**src/hdl/dsb_pkg.sv**
```systemverilog
/*
 * dsb_pkg: shared constants and the state type of the drive stop, brake
 * and restart sequencer.
 * Assumes a 100 MHz system clock; all times counted in 10 ms ticks.
 */
package dsb_pkg;

   // -------------------------------------------------------------------
   // widths
   // -------------------------------------------------------------------
   localparam int FREQ_W = 16;   // 0.01 Hz per lsb
   localparam int TIME_W = 16;   // 0.01 s or 0.1 s per lsb
   localparam int PCT_W  = 11;   // 0.1 % per lsb
   localparam int TICK_W = 20;   // timer value in 10 ms ticks

   // -------------------------------------------------------------------
   // timing
   // -------------------------------------------------------------------
   localparam int unsigned CLK_PERIOD_NS = 10;
   localparam int unsigned TICK_NS       = 10_000_000;
   localparam int unsigned TICK_CYC_DEF  = TICK_NS / CLK_PERIOD_NS;
   // a 0.1 s setting is ten ticks
   localparam logic [TICK_W-1:0] TENTHS_TICKS = 20'h0000A;
   // cycles for the pin synchroniser to fill before the power-on look
   localparam logic [2:0]        INIT_CYC     = 3'h4;

   // -------------------------------------------------------------------
   // encodings and reset values
   // -------------------------------------------------------------------
   localparam logic STOP_MODE_DECEL = 1'b0;
   localparam logic STOP_MODE_COAST = 1'b1;
   localparam logic DET_SET_SPEED   = 1'b0;
   localparam logic DET_FB_SPEED    = 1'b1;
   localparam logic TERM_PROTECT    = 1'b0;
   localparam logic TERM_ALLOW      = 1'b1;
   localparam logic [FREQ_W-1:0] FREQ_RST = 16'h0000;
   localparam logic [TIME_W-1:0] TIME_RST = 16'h0000;
   localparam logic [PCT_W-1:0]  PCT_RST  = 11'h000;

   typedef enum logic [3:0] {
      DSB_INIT, DSB_IDLE, DSB_RESTART_WAIT, DSB_START_DLY, DSB_RUN,
      DSB_DECEL, DSB_DEMAG, DSB_SHORT, DSB_DCB, DSB_SPD_DLY, DSB_DETECT
   } dsb_state_t;

endpackage : dsb_pkg

```
**src/hdl/dsb_seq.sv**
```systemverilog
/*
 * dsb_seq: stop braking, stop detection and power-on restart sequencer.
 * Assumes parameters held steady by the operator panel, RUN_TERM from a
 * pin, everything else on SYS_CLK, RUN_MEM_IN valid from reset.
 */
// Operation
// - stop braking only with nonzero brake frequency
// - below brake frequency, block output, wait demag
// - short braking only if hold time nonzero
// - dc braking for its time, then coast
// - dc braking current from its setting
// - short braking current from its setting
// - no brake: stop speed delay then determination
// - set speed source coasts at determination
// - feedback source checks speed, else detect time
// - remembered running state restarts at power-on
// - restart waits programmed time when enabled
// - start delay in standby before output
// - protect against terminal active at power-on
// - allowed terminal starts after initialisation
// - coast mode cuts output at stop
`timescale 1ns/1ps
module dsb_seq
   import dsb_pkg::*;
#(
   parameter int unsigned TICK_CYC = TICK_CYC_DEF
)(
   // clock and reset
   input  wire logic              SYS_CLK,
   input  wire logic              RST,
   // run command
   input  wire logic              RUN_TERM,
   input  wire logic              TERM_SRC,
   input  wire logic              RUN_REQ,
   input  wire logic              STOP_REQ,
   input  wire logic              START_OK,
   input  wire logic              RUN_MEM_IN,
   // settings
   input  wire logic              STOP_MODE_SEL,
   input  wire logic [FREQ_W-1:0] MAX_OUTPUT_FREQ,
   input  wire logic [FREQ_W-1:0] STOP_BRAKE_START_FREQ,
   input  wire logic [TIME_W-1:0] DEMAG_WAIT_TIME,
   input  wire logic [PCT_W-1:0]  STOP_DC_BRAKE_CURRENT,
   input  wire logic [TIME_W-1:0] STOP_DC_BRAKE_TIME,
   input  wire logic [FREQ_W-1:0] STOP_SPEED_THRESHOLD,
   input  wire logic              STOP_DETECT_SOURCE,
   input  wire logic [TIME_W-1:0] STOP_DETECT_TIME,
   input  wire logic [TIME_W-1:0] STOP_SPEED_DELAY,
   input  wire logic [PCT_W-1:0]  SHORT_BRAKE_CURRENT,
   input  wire logic [TIME_W-1:0] SHORT_BRAKE_STOP_HOLD,
   input  wire logic              POWER_LOSS_RESTART_EN,
   input  wire logic [TIME_W-1:0] RESTART_WAIT_TIME,
   input  wire logic [TIME_W-1:0] RUN_START_DELAY,
   input  wire logic              POWERON_TERMINAL_RUN_SEL,
   // motor frequencies
   input  wire logic [FREQ_W-1:0] RAMP_FREQ,
   input  wire logic [FREQ_W-1:0] FB_FREQ,
   // power stage
   output logic                   OUT_EN,
   output logic                   RAMP_DOWN,
   output logic                   SHORT_BRAKE,
   output logic                   DC_BRAKE,
   output logic [PCT_W-1:0]       BRAKE_CUR,
   output logic                   STANDBY,
   // status
   output logic                   RUN_MEM_OUT,
   output logic                   PROTECT
);

   function automatic logic [TICK_W-1:0] tenths(input logic [TIME_W-1:0] v);
      tenths = TICK_W'(v) * TENTHS_TICKS;
   endfunction : tenths

   dsb_state_t        st_ff, nxt_st;
   logic              sync1_ff, sync2_ff;
   logic [2:0]        init_ff;
   logic              prot_ff, auto_ff;
   logic              term_run, run_req, stop_cmd, tmr_load, tmr_done;
   logic [TICK_W-1:0] tmr_val;
   logic [FREQ_W-1:0] lat_bfreq, lat_spd;
   logic [TIME_W-1:0] lat_demag, lat_dct, lat_det, lat_sdly, lat_sh;
   logic [PCT_W-1:0]  lat_dccur, lat_sccur;
   logic              lat_src;
   logic              out_en_ff, ramp_ff, short_ff, dcb_ff, stby_ff, mem_ff;
   logic [PCT_W-1:0]  cur_ff;

   // ------------------------------------------------------------------
   // run command and power-on protection
   // ------------------------------------------------------------------
   always_ff @(posedge SYS_CLK or posedge RST) begin
      if (RST) begin
         sync1_ff <= 1'b0;
         sync2_ff <= 1'b0;
      end else begin
         sync1_ff <= RUN_TERM;
         sync2_ff <= sync1_ff;
      end
   end

   always_ff @(posedge SYS_CLK or posedge RST) begin
      if (RST) begin
         init_ff <= 3'h0;
      end else if (init_ff != INIT_CYC) begin
         init_ff <= init_ff + 3'h1;
      end
   end

   // a level already high after initialisation needs a fresh edge
   always_ff @(posedge SYS_CLK or posedge RST) begin
      if (RST) begin
         prot_ff <= 1'b0;
      end else if (st_ff == DSB_INIT && init_ff == INIT_CYC) begin
         prot_ff <= (POWERON_TERMINAL_RUN_SEL == TERM_PROTECT)
                    && sync2_ff;
      end else if (!sync2_ff) begin
         prot_ff <= 1'b0;
      end
   end

   // automatic restart holds the run request until an explicit stop
   always_ff @(posedge SYS_CLK or posedge RST) begin
      if (RST) begin
         auto_ff <= 1'b0;
      end else if (st_ff == DSB_RESTART_WAIT && nxt_st == DSB_START_DLY) begin
         auto_ff <= 1'b1;
      end else if (STOP_REQ) begin
         auto_ff <= 1'b0;
      end
   end

   assign term_run = sync2_ff && !prot_ff;
   assign run_req  = auto_ff || (TERM_SRC ? term_run : RUN_REQ);
   assign stop_cmd = STOP_REQ || !run_req;

   // ------------------------------------------------------------------
   // stop parameters
   // ------------------------------------------------------------------
   // sampled when a decelerating stop begins, held until stopped
   always_ff @(posedge SYS_CLK or posedge RST) begin
      if (RST) begin
         lat_bfreq <= FREQ_RST;
         lat_spd   <= FREQ_RST;
         lat_demag <= TIME_RST;
         lat_dct   <= TIME_RST;
         lat_det   <= TIME_RST;
         lat_sdly  <= TIME_RST;
         lat_sh    <= TIME_RST;
         lat_dccur <= PCT_RST;
         lat_sccur <= PCT_RST;
         lat_src   <= DET_SET_SPEED;
      end else if (st_ff == DSB_RUN && nxt_st == DSB_DECEL) begin
         lat_bfreq <= (STOP_BRAKE_START_FREQ > MAX_OUTPUT_FREQ) ?
                      MAX_OUTPUT_FREQ : STOP_BRAKE_START_FREQ;
         lat_spd   <= STOP_SPEED_THRESHOLD;
         lat_demag <= DEMAG_WAIT_TIME;
         lat_dct   <= STOP_DC_BRAKE_TIME;
         lat_det   <= STOP_DETECT_TIME;
         lat_sdly  <= STOP_SPEED_DELAY;
         lat_sh    <= SHORT_BRAKE_STOP_HOLD;
         lat_dccur <= STOP_DC_BRAKE_CURRENT;
         lat_sccur <= SHORT_BRAKE_CURRENT;
         lat_src   <= STOP_DETECT_SOURCE;
      end
   end

   // ------------------------------------------------------------------
   // sequencer
   // ------------------------------------------------------------------
   always_comb begin
      nxt_st = st_ff;
      unique case (st_ff)
         DSB_INIT: begin
            if (init_ff == INIT_CYC) begin
               nxt_st = (POWER_LOSS_RESTART_EN && RUN_MEM_IN) ?
                        DSB_RESTART_WAIT : DSB_IDLE;
            end
         end
         DSB_IDLE: begin
            if (run_req && !STOP_REQ) nxt_st = DSB_START_DLY;
         end
         DSB_RESTART_WAIT: begin
            if (STOP_REQ) nxt_st = DSB_IDLE;
            else if (tmr_done && START_OK) nxt_st = DSB_START_DLY;
         end
         DSB_START_DLY: begin
            if (stop_cmd) nxt_st = DSB_IDLE;
            else if (tmr_done) nxt_st = DSB_RUN;
         end
         DSB_RUN: begin
            if (stop_cmd) begin
               nxt_st = (STOP_MODE_SEL == STOP_MODE_COAST) ?
                        DSB_IDLE : DSB_DECEL;
            end
         end
         DSB_DECEL: begin
            if (lat_bfreq != '0) begin
               if (RAMP_FREQ < lat_bfreq) nxt_st = DSB_DEMAG;
            end else if (RAMP_FREQ < lat_spd) begin
               nxt_st = DSB_SPD_DLY;
            end
         end
         DSB_DEMAG: begin
            if (tmr_done) begin
               if (lat_sh != '0) nxt_st = DSB_SHORT;
               else if (lat_dct != '0) nxt_st = DSB_DCB;
               else nxt_st = DSB_IDLE;
            end
         end
         DSB_SHORT: begin
            if (tmr_done) nxt_st = (lat_dct != '0) ? DSB_DCB : DSB_IDLE;
         end
         DSB_DCB: begin
            if (tmr_done) nxt_st = DSB_IDLE;
         end
         DSB_SPD_DLY: begin
            if (tmr_done) begin
               if (lat_src == DET_SET_SPEED) nxt_st = DSB_IDLE;
               else if (FB_FREQ < lat_spd) nxt_st = DSB_IDLE;
               else nxt_st = DSB_DETECT;
            end
         end
         DSB_DETECT: begin
            if (tmr_done) nxt_st = DSB_IDLE;
         end
         default: nxt_st = DSB_IDLE;
      endcase
   end

   always_ff @(posedge SYS_CLK or posedge RST) begin
      if (RST) st_ff <= DSB_INIT;
      else st_ff <= nxt_st;
   end

   // every timed state reloads the single timer on entry
   always_comb begin
      tmr_val = '0;
      unique case (nxt_st)
         DSB_RESTART_WAIT: tmr_val = tenths(RESTART_WAIT_TIME);
         DSB_START_DLY:    tmr_val = tenths(RUN_START_DELAY);
         DSB_DEMAG:        tmr_val = TICK_W'(lat_demag);
         DSB_SHORT:        tmr_val = tenths(lat_sh);
         DSB_DCB:          tmr_val = tenths(lat_dct);
         DSB_SPD_DLY:      tmr_val = tenths(lat_sdly);
         DSB_DETECT:       tmr_val = TICK_W'(lat_det);
         default:          tmr_val = '0;
      endcase
   end

   assign tmr_load = (nxt_st != st_ff);

   dsb_timer #(
      .TICK_CYC (TICK_CYC)
   ) u_timer (
      .SYS_CLK (SYS_CLK),
      .RST     (RST),
      .LOAD    (tmr_load),
      .VALUE   (tmr_val),
      .DONE    (tmr_done)
   );

   // ------------------------------------------------------------------
   // outputs
   // ------------------------------------------------------------------
   always_ff @(posedge SYS_CLK or posedge RST) begin
      if (RST) begin
         out_en_ff <= 1'b0;
         ramp_ff   <= 1'b0;
         short_ff  <= 1'b0;
         dcb_ff    <= 1'b0;
         stby_ff   <= 1'b0;
         mem_ff    <= 1'b0;
         cur_ff    <= PCT_RST;
      end else begin
         // output stays blocked through demag and both braking phases
         out_en_ff <= nxt_st inside {DSB_RUN, DSB_DECEL, DSB_SPD_DLY,
                                     DSB_DETECT};
         ramp_ff   <= nxt_st inside {DSB_DECEL, DSB_SPD_DLY, DSB_DETECT};
         short_ff  <= (nxt_st == DSB_SHORT);
         dcb_ff    <= (nxt_st == DSB_DCB);
         stby_ff   <= nxt_st inside {DSB_RESTART_WAIT, DSB_START_DLY};
         mem_ff    <= nxt_st inside {DSB_START_DLY, DSB_RUN, DSB_DECEL};
         cur_ff    <= (nxt_st == DSB_SHORT) ? lat_sccur :
                      (nxt_st == DSB_DCB)   ? lat_dccur : PCT_RST;
      end
   end

   assign OUT_EN      = out_en_ff;
   assign RAMP_DOWN   = ramp_ff;
   assign SHORT_BRAKE = short_ff;
   assign DC_BRAKE    = dcb_ff;
   assign BRAKE_CUR   = cur_ff;
   assign STANDBY     = stby_ff;
   assign RUN_MEM_OUT = mem_ff;
   assign PROTECT     = prot_ff;
endmodule : dsb_seq

```
**src/hdl/dsb_timer.sv**
```systemverilog
/*
 * dsb_timer: down counter in 10 ms ticks with its own prescaler.
 * Assumes load is a one-cycle strobe from the same clock.
 */
`timescale 1ns/1ps
module dsb_timer
   import dsb_pkg::*;
#(
   parameter int unsigned TICK_CYC = TICK_CYC_DEF
)(
   // clock and reset
   input  wire logic              SYS_CLK,
   input  wire logic              RST,
   // control
   input  wire logic              LOAD,
   input  wire logic [TICK_W-1:0] VALUE,
   // status
   output logic                   DONE
);

   logic [31:0]       pre_ff;
   logic [TICK_W-1:0] cnt_ff;
   logic              tick;

   // prescaler restarts on load so the first tick is a full one
   assign tick = (pre_ff == 32'(TICK_CYC - 1));

   always_ff @(posedge SYS_CLK or posedge RST) begin
      if (RST) begin
         pre_ff <= 32'h0;
      end else if (LOAD || tick) begin
         pre_ff <= 32'h0;
      end else begin
         pre_ff <= pre_ff + 32'h1;
      end
   end

   always_ff @(posedge SYS_CLK or posedge RST) begin
      if (RST) begin
         cnt_ff <= '0;
      end else if (LOAD) begin
         cnt_ff <= VALUE;
      end else if (tick && cnt_ff != '0) begin
         cnt_ff <= cnt_ff - 20'h1;
      end
   end

   // done must not look at load: load follows the state change that done
   // itself decides, and the pair would form a combinational loop
   assign DONE = (cnt_ff == '0);

endmodule : dsb_timer
```
**config.mk**
```make
export PLATFORM = sky130hd
export DESIGN_NAME = dsb_seq
export DESIGN_NICKNAME = d
export VERILOG_FILES = /design/src/hdl/dsb_pkg.sv /design/src/hdl/dsb_seq.sv /design/src/hdl/dsb_timer.sv
export SDC_FILE = /design/constraint.sdc
export NUM_CORES = 1
export LEC_CHECK = 0
export ABC_AREA = 1
export BUFFER_PORTS_ARGS = -buffer_cell sky130_fd_sc_hd__buf_2
export CAP_MARGIN = 20
export CORE_MARGIN = 1
export CORE_UTILIZATION = 60
export CTS_BUF_LIST = sky130_fd_sc_hd__clkbuf_16
export DETAILED_ROUTE_END_ITERATION = 10
export PLACE_DENSITY = 0.85
export REMOVE_ABC_BUFFERS = 1
export SETUP_SLACK_MARGIN = 0.3
export SLEW_MARGIN = 20
export SYNTH_ARGS = -nofsm -noshare
export SYNTH_HDL_FRONTEND = slang
export SYNTH_SLANG_ARGS = --single-unit
```
**constraint.sdc**
```tcl
create_clock -name SYS_CLK -period 20.6 [get_ports SYS_CLK]
set_input_delay 4.12 -clock SYS_CLK [delete_from_list [all_inputs] [get_ports SYS_CLK]]
set_output_delay 4.12 -clock SYS_CLK [all_outputs]
set_load 0.02 [all_outputs]
```
# Yosys cells after proc, flatten, opt, wreduce, memory -nomap -nowiden
# Index checks and enable logic that the tools add are counted.
# word_totals
regBits	215
wordCells	123
# classes
addsub	3
multipliers	5
magnitude_cmp	4
eq_ne	24
n_mux	33
n_bitwise	1
n_reduce_logical	28
# op_table
op	n
$pmux W20 S7	1
$mul A16 B3 Y19 const B	5
$mux W4	18
$lt A16 B16 Y1	3
$reduce_bool A16 Y1	3
$mux W20	2
$pmux W4 S10	1
$add A32 B1 Y32 const B	1
$eq A32 B20 Y1 const B	1
$eq A4 B3 Y1 const B	8
$mux W32	1
$eq A4 B4 Y1 const B	6
$mux W11	2
$logic_not A20 Y1	1
$reduce_bool A20 Y1	1
$sub A20 B1 Y20 const B	1
$eq A4 B2 Y1 const B	4
$gt A16 B16 Y1	1
$mux W16	1
$logic_and A1 B1 Y1	9
$reduce_bool A2 Y1	3
$reduce_bool A3 Y1	2
$mux W1	5
$eq A4 B1 Y1 const B	1
13 further kinds	17

# Logic depth before layout (Yosys ltp)
# Gate-level depths: netlist of the first run.
# depth
ltp_word	11
ltp_mapped	26
ltp_nobuf	25

# Hierarchy
# A second synthesis of the first run with hierarchy kept.
# unflattened
hier_cells	2449
hier_area_um2	17311.6
# by_module_without_submodules
module	instances	cells_per_inst	area_each_um2
dsb_seq	1	1919	13845.8
dsb_timer	1	530	3465.8

# Worst setup path after synthesis of the first run
# Ideal clock, no wire load.
# synth_timing
kind	input to register
startpoint	input RUN_START_DELAY[1]
endpoint	register u_timer.cnt_ff[14]
setup_time_ns	0.077
t_arrival_ns	6.245
slack_ns	14.277
stages	16
path_buffers	0
cell_sequence	ha_1 > ha_1 > inv_1 > fa_1 > o21ai_0 > nand3_1 > nand2_1 > nand3_1 > nand2_1 > a21oi_1 > xor2_1 > nor3_1 > nor2_1 > nand2_1 > nand2_1 > a21oi_1
# synth_via
elab_chain_cells	3
# synth_rtl
element	line	text
from (decl)	dsb_seq.sv:53	input wire logic [TIME_W-1:0] RUN_START_DELAY,
$mul A16 B3 Y19	dsb_seq.sv:71	tenths = TICK_W'(v) * TENTHS_TICKS;
$pmux W20 S7	dsb_seq.sv:237	unique case (nxt_st)
$mux W20	dsb_timer.sv:41	end else if (LOAD) begin
to (signal assigned)	dsb_timer.sv:44	cnt_ff <= cnt_ff - 20'h1;
to (decl)	dsb_timer.sv:22	logic [TICK_W-1:0] cnt_ff;
# No other way between the ends.
# A chain may end at the register's enable or synchronous reset.

# Worst setup path in the final report of the first run
# layout_timing
startpoint	input FB_FREQ[3]
endpoint	register lat_bfreq[0]
# layout_via
elab_chain_cells	7
# layout_rtl
element	line	text
from (decl)	dsb_seq.sv:57	input wire logic [FREQ_W-1:0] FB_FREQ,
$lt A16 B16 Y1	dsb_seq.sv:218	else if (FB_FREQ < lat_spd) nxt_st = DSB_IDLE;
$mux W4	dsb_seq.sv:218	
$mux W4	dsb_seq.sv:217	if (lat_src == DET_SET_SPEED) nxt_st = DSB_IDLE;
$mux W4	dsb_seq.sv:216	if (tmr_done) begin
$pmux W4 S10	dsb_seq.sv:171	unique case (st_ff)
$eq A4 B3 Y1	dsb_seq.sv:151	end else if (st_ff == DSB_RUN && nxt_st == DSB_DECEL) begin
$logic_and A1 B1 Y1	dsb_seq.sv:151	
to (signal assigned)	dsb_seq.sv:152	lat_bfreq <= (STOP_BRAKE_START_FREQ > MAX_OUTPUT_FREQ) ?
to (decl)	dsb_seq.sv:80	logic [FREQ_W-1:0] lat_bfreq, lat_spd;
# No other way between the ends.

==> results.sh, run 1 <==
export IMPL_finalCriticalPeriod_ns=8.16
export IMPL_core_um2=27300
export IMPL_dp_hpwl_um=34400
export IMPL_cp_arrival_ns=8.61
export IMPL_cap_viol_max_count=0
export IMPL_fp_dieH_um=169
export IMPL_die_area_um2=28700
export IMPL_worst_hold_path_num_cells=0
export IMPL_cp_start_kind="input port"
export IMPL_grt_max_degree=158
export IMPL_rrSetupSlack_ns=15.51
export IMPL_pin_count=244
export IMPL_grt_overflow=0
export IMPL_slew_headroom_pct=34.1
export IMPL_wl_met2_um=20700
export IMPL_portBuffers=243
export IMPL_cts_tree="yes"
export IMPL_cts_made_buffers=24
export IMPL_min_delay_start="sync1_ff"
export IMPL_synth_top_area_share_pct=32.0
export IMPL_detail_route_iter0_violations=1374
export IMPL_routed_top_layer="met5"
export IMPL_worst_clock_skew_ns=0.0243
export IMPL_cts_setup_buffers=0
export IMPL_tightest_slew_ns=0.989
export IMPL_ys_warn_count=0
export IMPL_cts_max_level=1
export IMPL_wl_met3_um=3400
export IMPL_grt_usage_pct=32.0
export IMPL_wire_per_inst_um=15.9
export IMPL_hold_class="flip-flop to flip-flop"
export IMPL_worst_setup_path_end_kind="flip-flop"
export IMPL_cts_resized=0
export IMPL_hold_viol=0
export IMPL_ys_top_cells_by_area="dfrtp_1, nand2_1, ha_1"
export IMPL_drive_above_1_share_pct=13.1
export IMPL_fmax_mhz=123
export IMPL_via_per_inst=5.61
export IMPL_clk_path_buf_depth=3
export IMPL_nFillCells=2285
export IMPL_syn_mean_instance_area_um2=7.38
export IMPL_start_util_pct=61.7
export IMPL_seqCellArea_um2=5380
export IMPL_hold_end="sync2_ff"
export IMPL_status="complete, no violations"
export IMPL_m1WireLength_um=19900
export IMPL_die_width_um=169
export IMPL_setup_worst_path_class="input port to flip-flop"
export IMPL_cp_required_ns=21.04
export IMPL_place_congestion=0.959
export IMPL_p_per_area_nw_per_um2=73.8
export IMPL_finalCritPeriodShare_pct=39.6
export IMPL_hold_buffers=0
export IMPL_ys_seq_area_share_pct=32.0
export IMPL_clk_latency_ns=0.54
export IMPL_grt_pass1_wl_um=74700
export IMPL_netlist_instances=2279
export IMPL_setup_tns_ns=0
export IMPL_clk_pin_slew_ns=0.07
export IMPL_reg2reg_from="u_timer.cnt_ff[0]"
export IMPL_timing_critical_path_fanout_max=103
export IMPL_startpoint="FB_FREQ[3]"
export IMPL_ys_ff_latch=215
export IMPL_cts_sinks=215
export IMPL_post_place_ws_ns=11.97
export IMPL_cellLeakagePower_nw=10.8
export IMPL_grt_pass1_vias=15600
export IMPL_fp_row_count=60
export IMPL_timing_rr_end="lat_bfreq[0]"
export IMPL_antenna_found_initial=8
export IMPL_syn2layout_area_growth_pct=12.7
export IMPL_vias=16100
export IMPL_drv_slew=0
export IMPL_synth_top_cell_by_area="dfrtp_1"
export IMPL_finalSetupViolations=0
export IMPL_ir_drop_mv=0.0638
export IMPL_finalWorstSetupSlack_ns=12.44
export IMPL_netlist_cell_type_count=52
export IMPL_rsz0062_at_grt="no"
export IMPL_worstRegToRegCells=17
export IMPL_ant_nets=0
export IMPL_netlist_area_um2=16800
export IMPL_nets=2919
export IMPL_multi_input_comb_area_um2=10200
export IMPL_clock_root_buffer="clkbuf_16"
export IMPL_drc=0
export IMPL_routed_wl_um=45600
export IMPL_dr_pass1_iters=8
power by group:
part / switching (W) / total (W) / leakage, nW / internal (W)
Clock: 0.000181 / 0.000455 / 0.404 / 0.000274
Sequential: 0.0000294 / 0.000480 / 2.80 / 0.000450
Combinational: 0.000321 / 0.000464 / 7.59 / 0.000143
flip-flops by register name, indices dropped and copies added, names as in the netlist, 16 cells and up:
signal	flops
lat_det	16
lat_demag	16
u_timer.cnt_ff	20
lat_bfreq	16
lat_sdly	16
u_timer.pre_ff	32
lat_dct	16
lat_sh	16
lat_spd	16
logic make-up after synthesis:
kind of cell / count (synthesis) / share of synthesized area, %
AOI/OAI and AO/OA: 289 / 9.50
xor gates and xnor gates: 93 / 4.84
adders and majority gates: 210 / 15.8
buffers and inverters: 283 / 7.45
DFF: 215 / 32.0
and+or+nand+nor: 1189 / 30.4
routing by layer:
metal | vias to the layer above | GRT usage (%)
met5 | - | 0
met4 | 2 | 11.5
met2 | 620 | 53.0
li1 | 7920 | -
met1 | 7472 | 42.6
met3 | 133 | 4.97
cell usage in the layout (no fill, tap or decap), types with 5 or more instances in the layout:
cell       synthesis  final
o21a_1             5      5
buf_4             11      7
nand3b_1           5      5
diode_2            0      8
o21ai_1           29     29
buf_2             32    243
fa_1               5      5
nand2_1          722    722
a21oi_1          121    121
nand2_2            7      6
clkbuf_16          0     24
clkinv_1           0      6
nor3_1            45     45
nand4_1           57     57
nor2_2             5      6
nor4_1            12     12
xnor2_1           37     37
ha_1             205    205
inv_1            206    206
xor2_1            56     56
nor2_1           188    187
a31oi_1           10     10
bufinv_16          0      5
a22o_1            12     12
o21ai_0           85     85
dfrtp_1          215    215
nand3_1          125    125
final cells by class:
type | count | share of cell area [%]
Multi-Input combinational cell | 1781 | 53.8
Antenna cell | 8 | 0.106
Sequential cell | 215 | 28.4
Inverter | 211 | 4.26
Timing Repair Buffer | 250 | 6.70
Tap cell | 372 | 2.46
Clock buffer | 24 | 3.17
Clock inverter | 17 | 1.14
cells in the mapped netlist, drive strengths merged:
library cell,number
nand2,730
dfrtp,215
inv,211
ha,205
nor2,201
nand3,126
a21oi,121
o21ai,115
nand4,59
buf,57
xor2,56
nor3,45
xnor2,37
clkbuf,15
nor4,13
a22o,12
a31oi,10
nand3b,6
nor3b,6
fa,5
o21a,5
a21boi,4
o31ai,4
a211oi,3
o211ai,3
a21o,2
o2111ai,2
o21bai,2
or2,2
a221o,1
a22oi,1
a31o,1
and3,1
o221ai,1
o22ai,1
o32ai,1
stage by stage:
| step | instances | util (%) | total power (W) | hold WS, ns | area (um^2) |
|---|---|---|---|---|---|
| CTS | 2870 | 69.4 | 0.00139 | 0.362 | 18900 |
| global placement | 2829 | 66.4 | 0.000926 | 0.337 | 18100 |
| floorplan | 2207 | - | 0.000803 | 0.331 | 16400 |
| global route | 2877 | 69.5 | 0.00147 | 0.367 | 18900 |
| finish | 2878 | 69.5 | 0.00140 | 0.358 | 18900 |
| detailed placement | 2829 | 66.4 | 0.000938 | 0.336 | 18100 |
worst max-delay path: stages:
cell and delay [ns]:
buf_2 0.10, ha_1 0.30, a21oi_1 0.16, nand2_1 0.08, nand2_1 0.06, nand2_1 0.09
nand2_1 0.07, nand2_1 0.07, nand2_1 0.08, nand2_1 0.05, nand2_1 0.12, nand2_1 0.07
nand2_1 0.09, nand2_2 0.48, inv_2 0.23, nand2_2 0.10, nor2_2 0.16, nand2_4 0.25
inv_4 0.61, buf_4 0.87, o211ai_1 0.20, o21ai_0 0.16
how the worst max path moves through the flow:
stage / end / slack, ns / cells past startpoint
5_1_grt: lat_bfreq[0] / 11.97 / 24
6_report: lat_bfreq[0] / 12.44 / 22
4_1_cts: lat_bfreq[0] / 12.52 / 22
2_1_floorplan: BRAKE_CUR[0] / 10.60 / 1
3_5_place_dp: lat_bfreq[0] / 11.97 / 22
3_3_place_gp: lat_bfreq[0] / 12.15 / 24
(Power assumes the default switching activity.)
==> run 2, diff against run 1 <==
- CORE_UTILIZATION: 60 -> 59
- PLACE_DENSITY: 0.85 -> 0.84
- clock period: 20.6 -> 8.24 ns (I/O delays scaled with it)
==> run 2 against run 1 <==
Net effect:
- die area rose by 1.7%
- combinational power rose by 150%
- flip-flop and latch count did not move
- critical path type unchanged
- global-route usage fell by 1.0 points
- register-to-register slack got worse by 12 ns
- sequential power rose by 150%
- critical endpoint is now lat_spd[9]
- setup slack got worse by 9.2 ns
- first-iteration DRC count rose by 6.4%
- cell count rose by 0.28%
- design area fell by 0.42%
- utilization fell by 2.0 points
- via count fell by 0.68%
==> results.sh, run 2 (same netlist as run 1, synthesis figures left out) <==
export IMPL_drc=0
export IMPL_clk_pin_slew_ns=0.06
export IMPL_cellLeakagePower_nw=10.8
export IMPL_switchingPower_w=0.00132
export IMPL_ant_nets=0
export IMPL_start_util_pct=60.2
export IMPL_setup_tns_ns=0
export IMPL_cts_sinks=215
export IMPL_cp_start_kind="input port"
export IMPL_cts_setup_buffers=0
export IMPL_top_register="u_timer.pre_ff"
export IMPL_worst_clock_skew_ns=0.0224
export IMPL_grt_pass1_wl_um=73100
export IMPL_routed_wl_um=45100
export IMPL_cts_resized=0
export IMPL_fp_row_count=61
export IMPL_clk_latency_ns=0.54
export IMPL_drive_above_1_share_pct=13.1
export IMPL_hold_buffers=0
export IMPL_cts_max_level=1
export IMPL_ir_drop_mv=0.164
export IMPL_grt_max_degree=136
export IMPL_hold_class="flip-flop to flip-flop"
export IMPL_wire_per_inst_um=15.6
export IMPL_cp_arrival_ns=5.47
export IMPL_cp_common_cell="nand2_1"
export IMPL_cts_made_buffers=24
export IMPL_grt_pass1_vias=15300
export IMPL_pin_count=244
export IMPL_place_congestion=0.940
export IMPL_portBuffers=243
export IMPL_core_um2=27900
export IMPL_finalCritPeriodShare_pct=61.0
export IMPL_finalSetupViolations=0
export IMPL_cap_viol_max_count=0
export IMPL_crit_buf_inv=4
export IMPL_seqCellArea_um2=5380
export IMPL_rsz0062_at_grt="no"
export IMPL_worst_setup_path_end_kind="flip-flop"
export IMPL_cts_tree="yes"
export IMPL_max_stage_delay_ns=0.58
export IMPL_combinationalPowerShare_pct=34.3
export IMPL_largest_reg_flops=32
export IMPL_die_area_um2=29200
export IMPL_nets=2919
export IMPL_finalCriticalPeriod_ns=5.03
export IMPL_status="complete, no violations"
export IMPL_final_area_um2=18900
export IMPL_multi_input_comb_area_um2=10200
export IMPL_via_per_inst=5.56
export IMPL_crit_slowest_cell="inv_4"
export IMPL_setup_worst_path_class="input port to flip-flop"
export IMPL_slew_headroom_pct=29.0
export IMPL_clk_path_buf_depth=3
export IMPL_p_per_area_nw_per_um2=178
export IMPL_clock_root_buffer="clkbuf_16"
export IMPL_antenna_found_initial=8
export IMPL_power_share_sequential_pct=35.7
export IMPL_vias=16000
export IMPL_die_width_um=171
export IMPL_p_clk_share_pct=30.1
export IMPL_dp_hpwl_um=34000
export IMPL_cp_cell_sequence="buf_2 -> ha_1 -> a21oi_1 -> nand2_1 -> nand2_1 -> nand2_1 -> nand2_1 -> nand2_1 -> nand2_1 -> nand2_1 -> nand2_1 -> nand2_1 -> nand2_1 -> nand2_2 -> inv_2 -> nand2_2 -> nor2_2 -> nand2_4 -> inv_4 -> buf_4 -> nand2_1 -> o21ai_1"
export IMPL_grt_usage_pct=31.0
export IMPL_fp_dieH_um=171
export IMPL_place_area_um2=18100
export IMPL_cp_top_family="simple AND/OR/NAND/NOR gates"
export IMPL_final_common_cell="nand2_1"
export IMPL_mostFrequentLayoutCells="nand2_1, buf_2, dfrtp_1, inv_1, ha_1"
export IMPL_largest_registers="u_timer.pre_ff: 32 flops, u_timer.cnt_ff: 20 flops"
export IMPL_cp_required_ns=8.68
export IMPL_grt_overflow=0
export IMPL_post_place_ws_ns=2.75
export IMPL_fmax_mhz=199
export IMPL_detail_route_iter0_violations=1462
export IMPL_switching_share_pct=39.2
export IMPL_hold_viol=0
export IMPL_timing_critical_path_fanout_max=80
export IMPL_p_int_w=0.00205
export IMPL_dr_pass1_iters=5
export IMPL_nFillCells=2407
export IMPL_syn2layout_area_growth_pct=12.2
export IMPL_drv_slew=0
export IMPL_tightest_slew_ns=1.06
export IMPL_finalWorstSetupSlack_ns=3.21
==> run 2: cell types whose count changed in the layout (fill, tap and decap cells not counted), moves of 2 or more <==
cell	before	now
bufinv_16	5	1
inv_1	206	209
clkinv_2	3	5
clkinvlp_4	0	2
==> run 2: worst paths after layout <==
kind | from | to | slack [ns] | cells after the start
setup / recovery | FB_FREQ[3] | lat_spd[9] | 3.21 | 22
hold / removal | sync1_ff | sync2_ff | 0.36 | 0
setup reg to reg | u_timer.cnt_ff[0] | lat_spd[9] | 3.87 | 17
hold reg to reg | sync1_ff | sync2_ff | 0.36 | 0
max in group asynchronous | RST | lat_sdly[12] | 5.70 | 3
min in group asynchronous | RST | lat_spd[1] | 1.27 | 2
==> run 2: power groups by stage <==
stage               sequential, W  clock, W  combinational, W
detailed placement        0.00121         0           0.00113
global route              0.00121   0.00107           0.00130
CTS                       0.00120   0.00103           0.00113
floorplan                 0.00121         0          0.000800
finish                    0.00120   0.00101           0.00115
global placement          0.00121         0           0.00110
==> run 2: worst reg2reg max path, cell delays in order (launching register included) <==
cell and delay [ns]:
dfrtp_1 0.38, inv_1 0.10, ha_1 0.24, nand2_2 0.14, nor2_8 0.22, nand4_2 0.27, a31oi_1 0.21, nand4_1 0.14
nor2_2 0.16, nand2_2 0.50, inv_2 0.23, nand2_2 0.10, nor2_2 0.16, nand2_4 0.10, inv_4 0.58, buf_4 0.54
nand2_1 0.11, o21ai_1 0.11
==> run 2: through the flow <==
| step | utilization [%] | power [W] | hold WS, ns | cells |
|---|---|---|---|---|
| 3_3_place_gp | 64.8 | 0.00231 | 0.338 | 2835 |
| 6_report | 67.6 | 0.00336 | 0.356 | 2886 |
| 5_1_grt | 67.6 | 0.00357 | 0.368 | 2886 |
| 3_5_place_dp | 64.8 | 0.00234 | 0.336 | 2835 |
| 4_1_cts | 67.5 | 0.00336 | 0.362 | 2878 |
| 2_1_floorplan | - | 0.00201 | 0.331 | 2207 |
==> run 2: final cells by class <==
type / instances / area share (%)
inverters: 211 / 4.25
well taps: 378 / 2.51
clock buffers: 24 / 3.18
multi-input cells: 1781 / 54.0
repair buffers: 250 / 6.74
clock inverters: 19 / 0.683
flip-flops and latches: 215 / 28.5
diodes: 8 / 0.106
==> run 2: layer usage <==
metal / vias up / global-route usage (%) / wire length (um)
met5: - / 0 / 0
met4: 0 / 11.7 / 1590
met3: 101 / 4.09 / 3080
met2: 632 / 50.4 / 20400
met1: 7400 / 42.2 / 20000
li1: 7904 / - / -
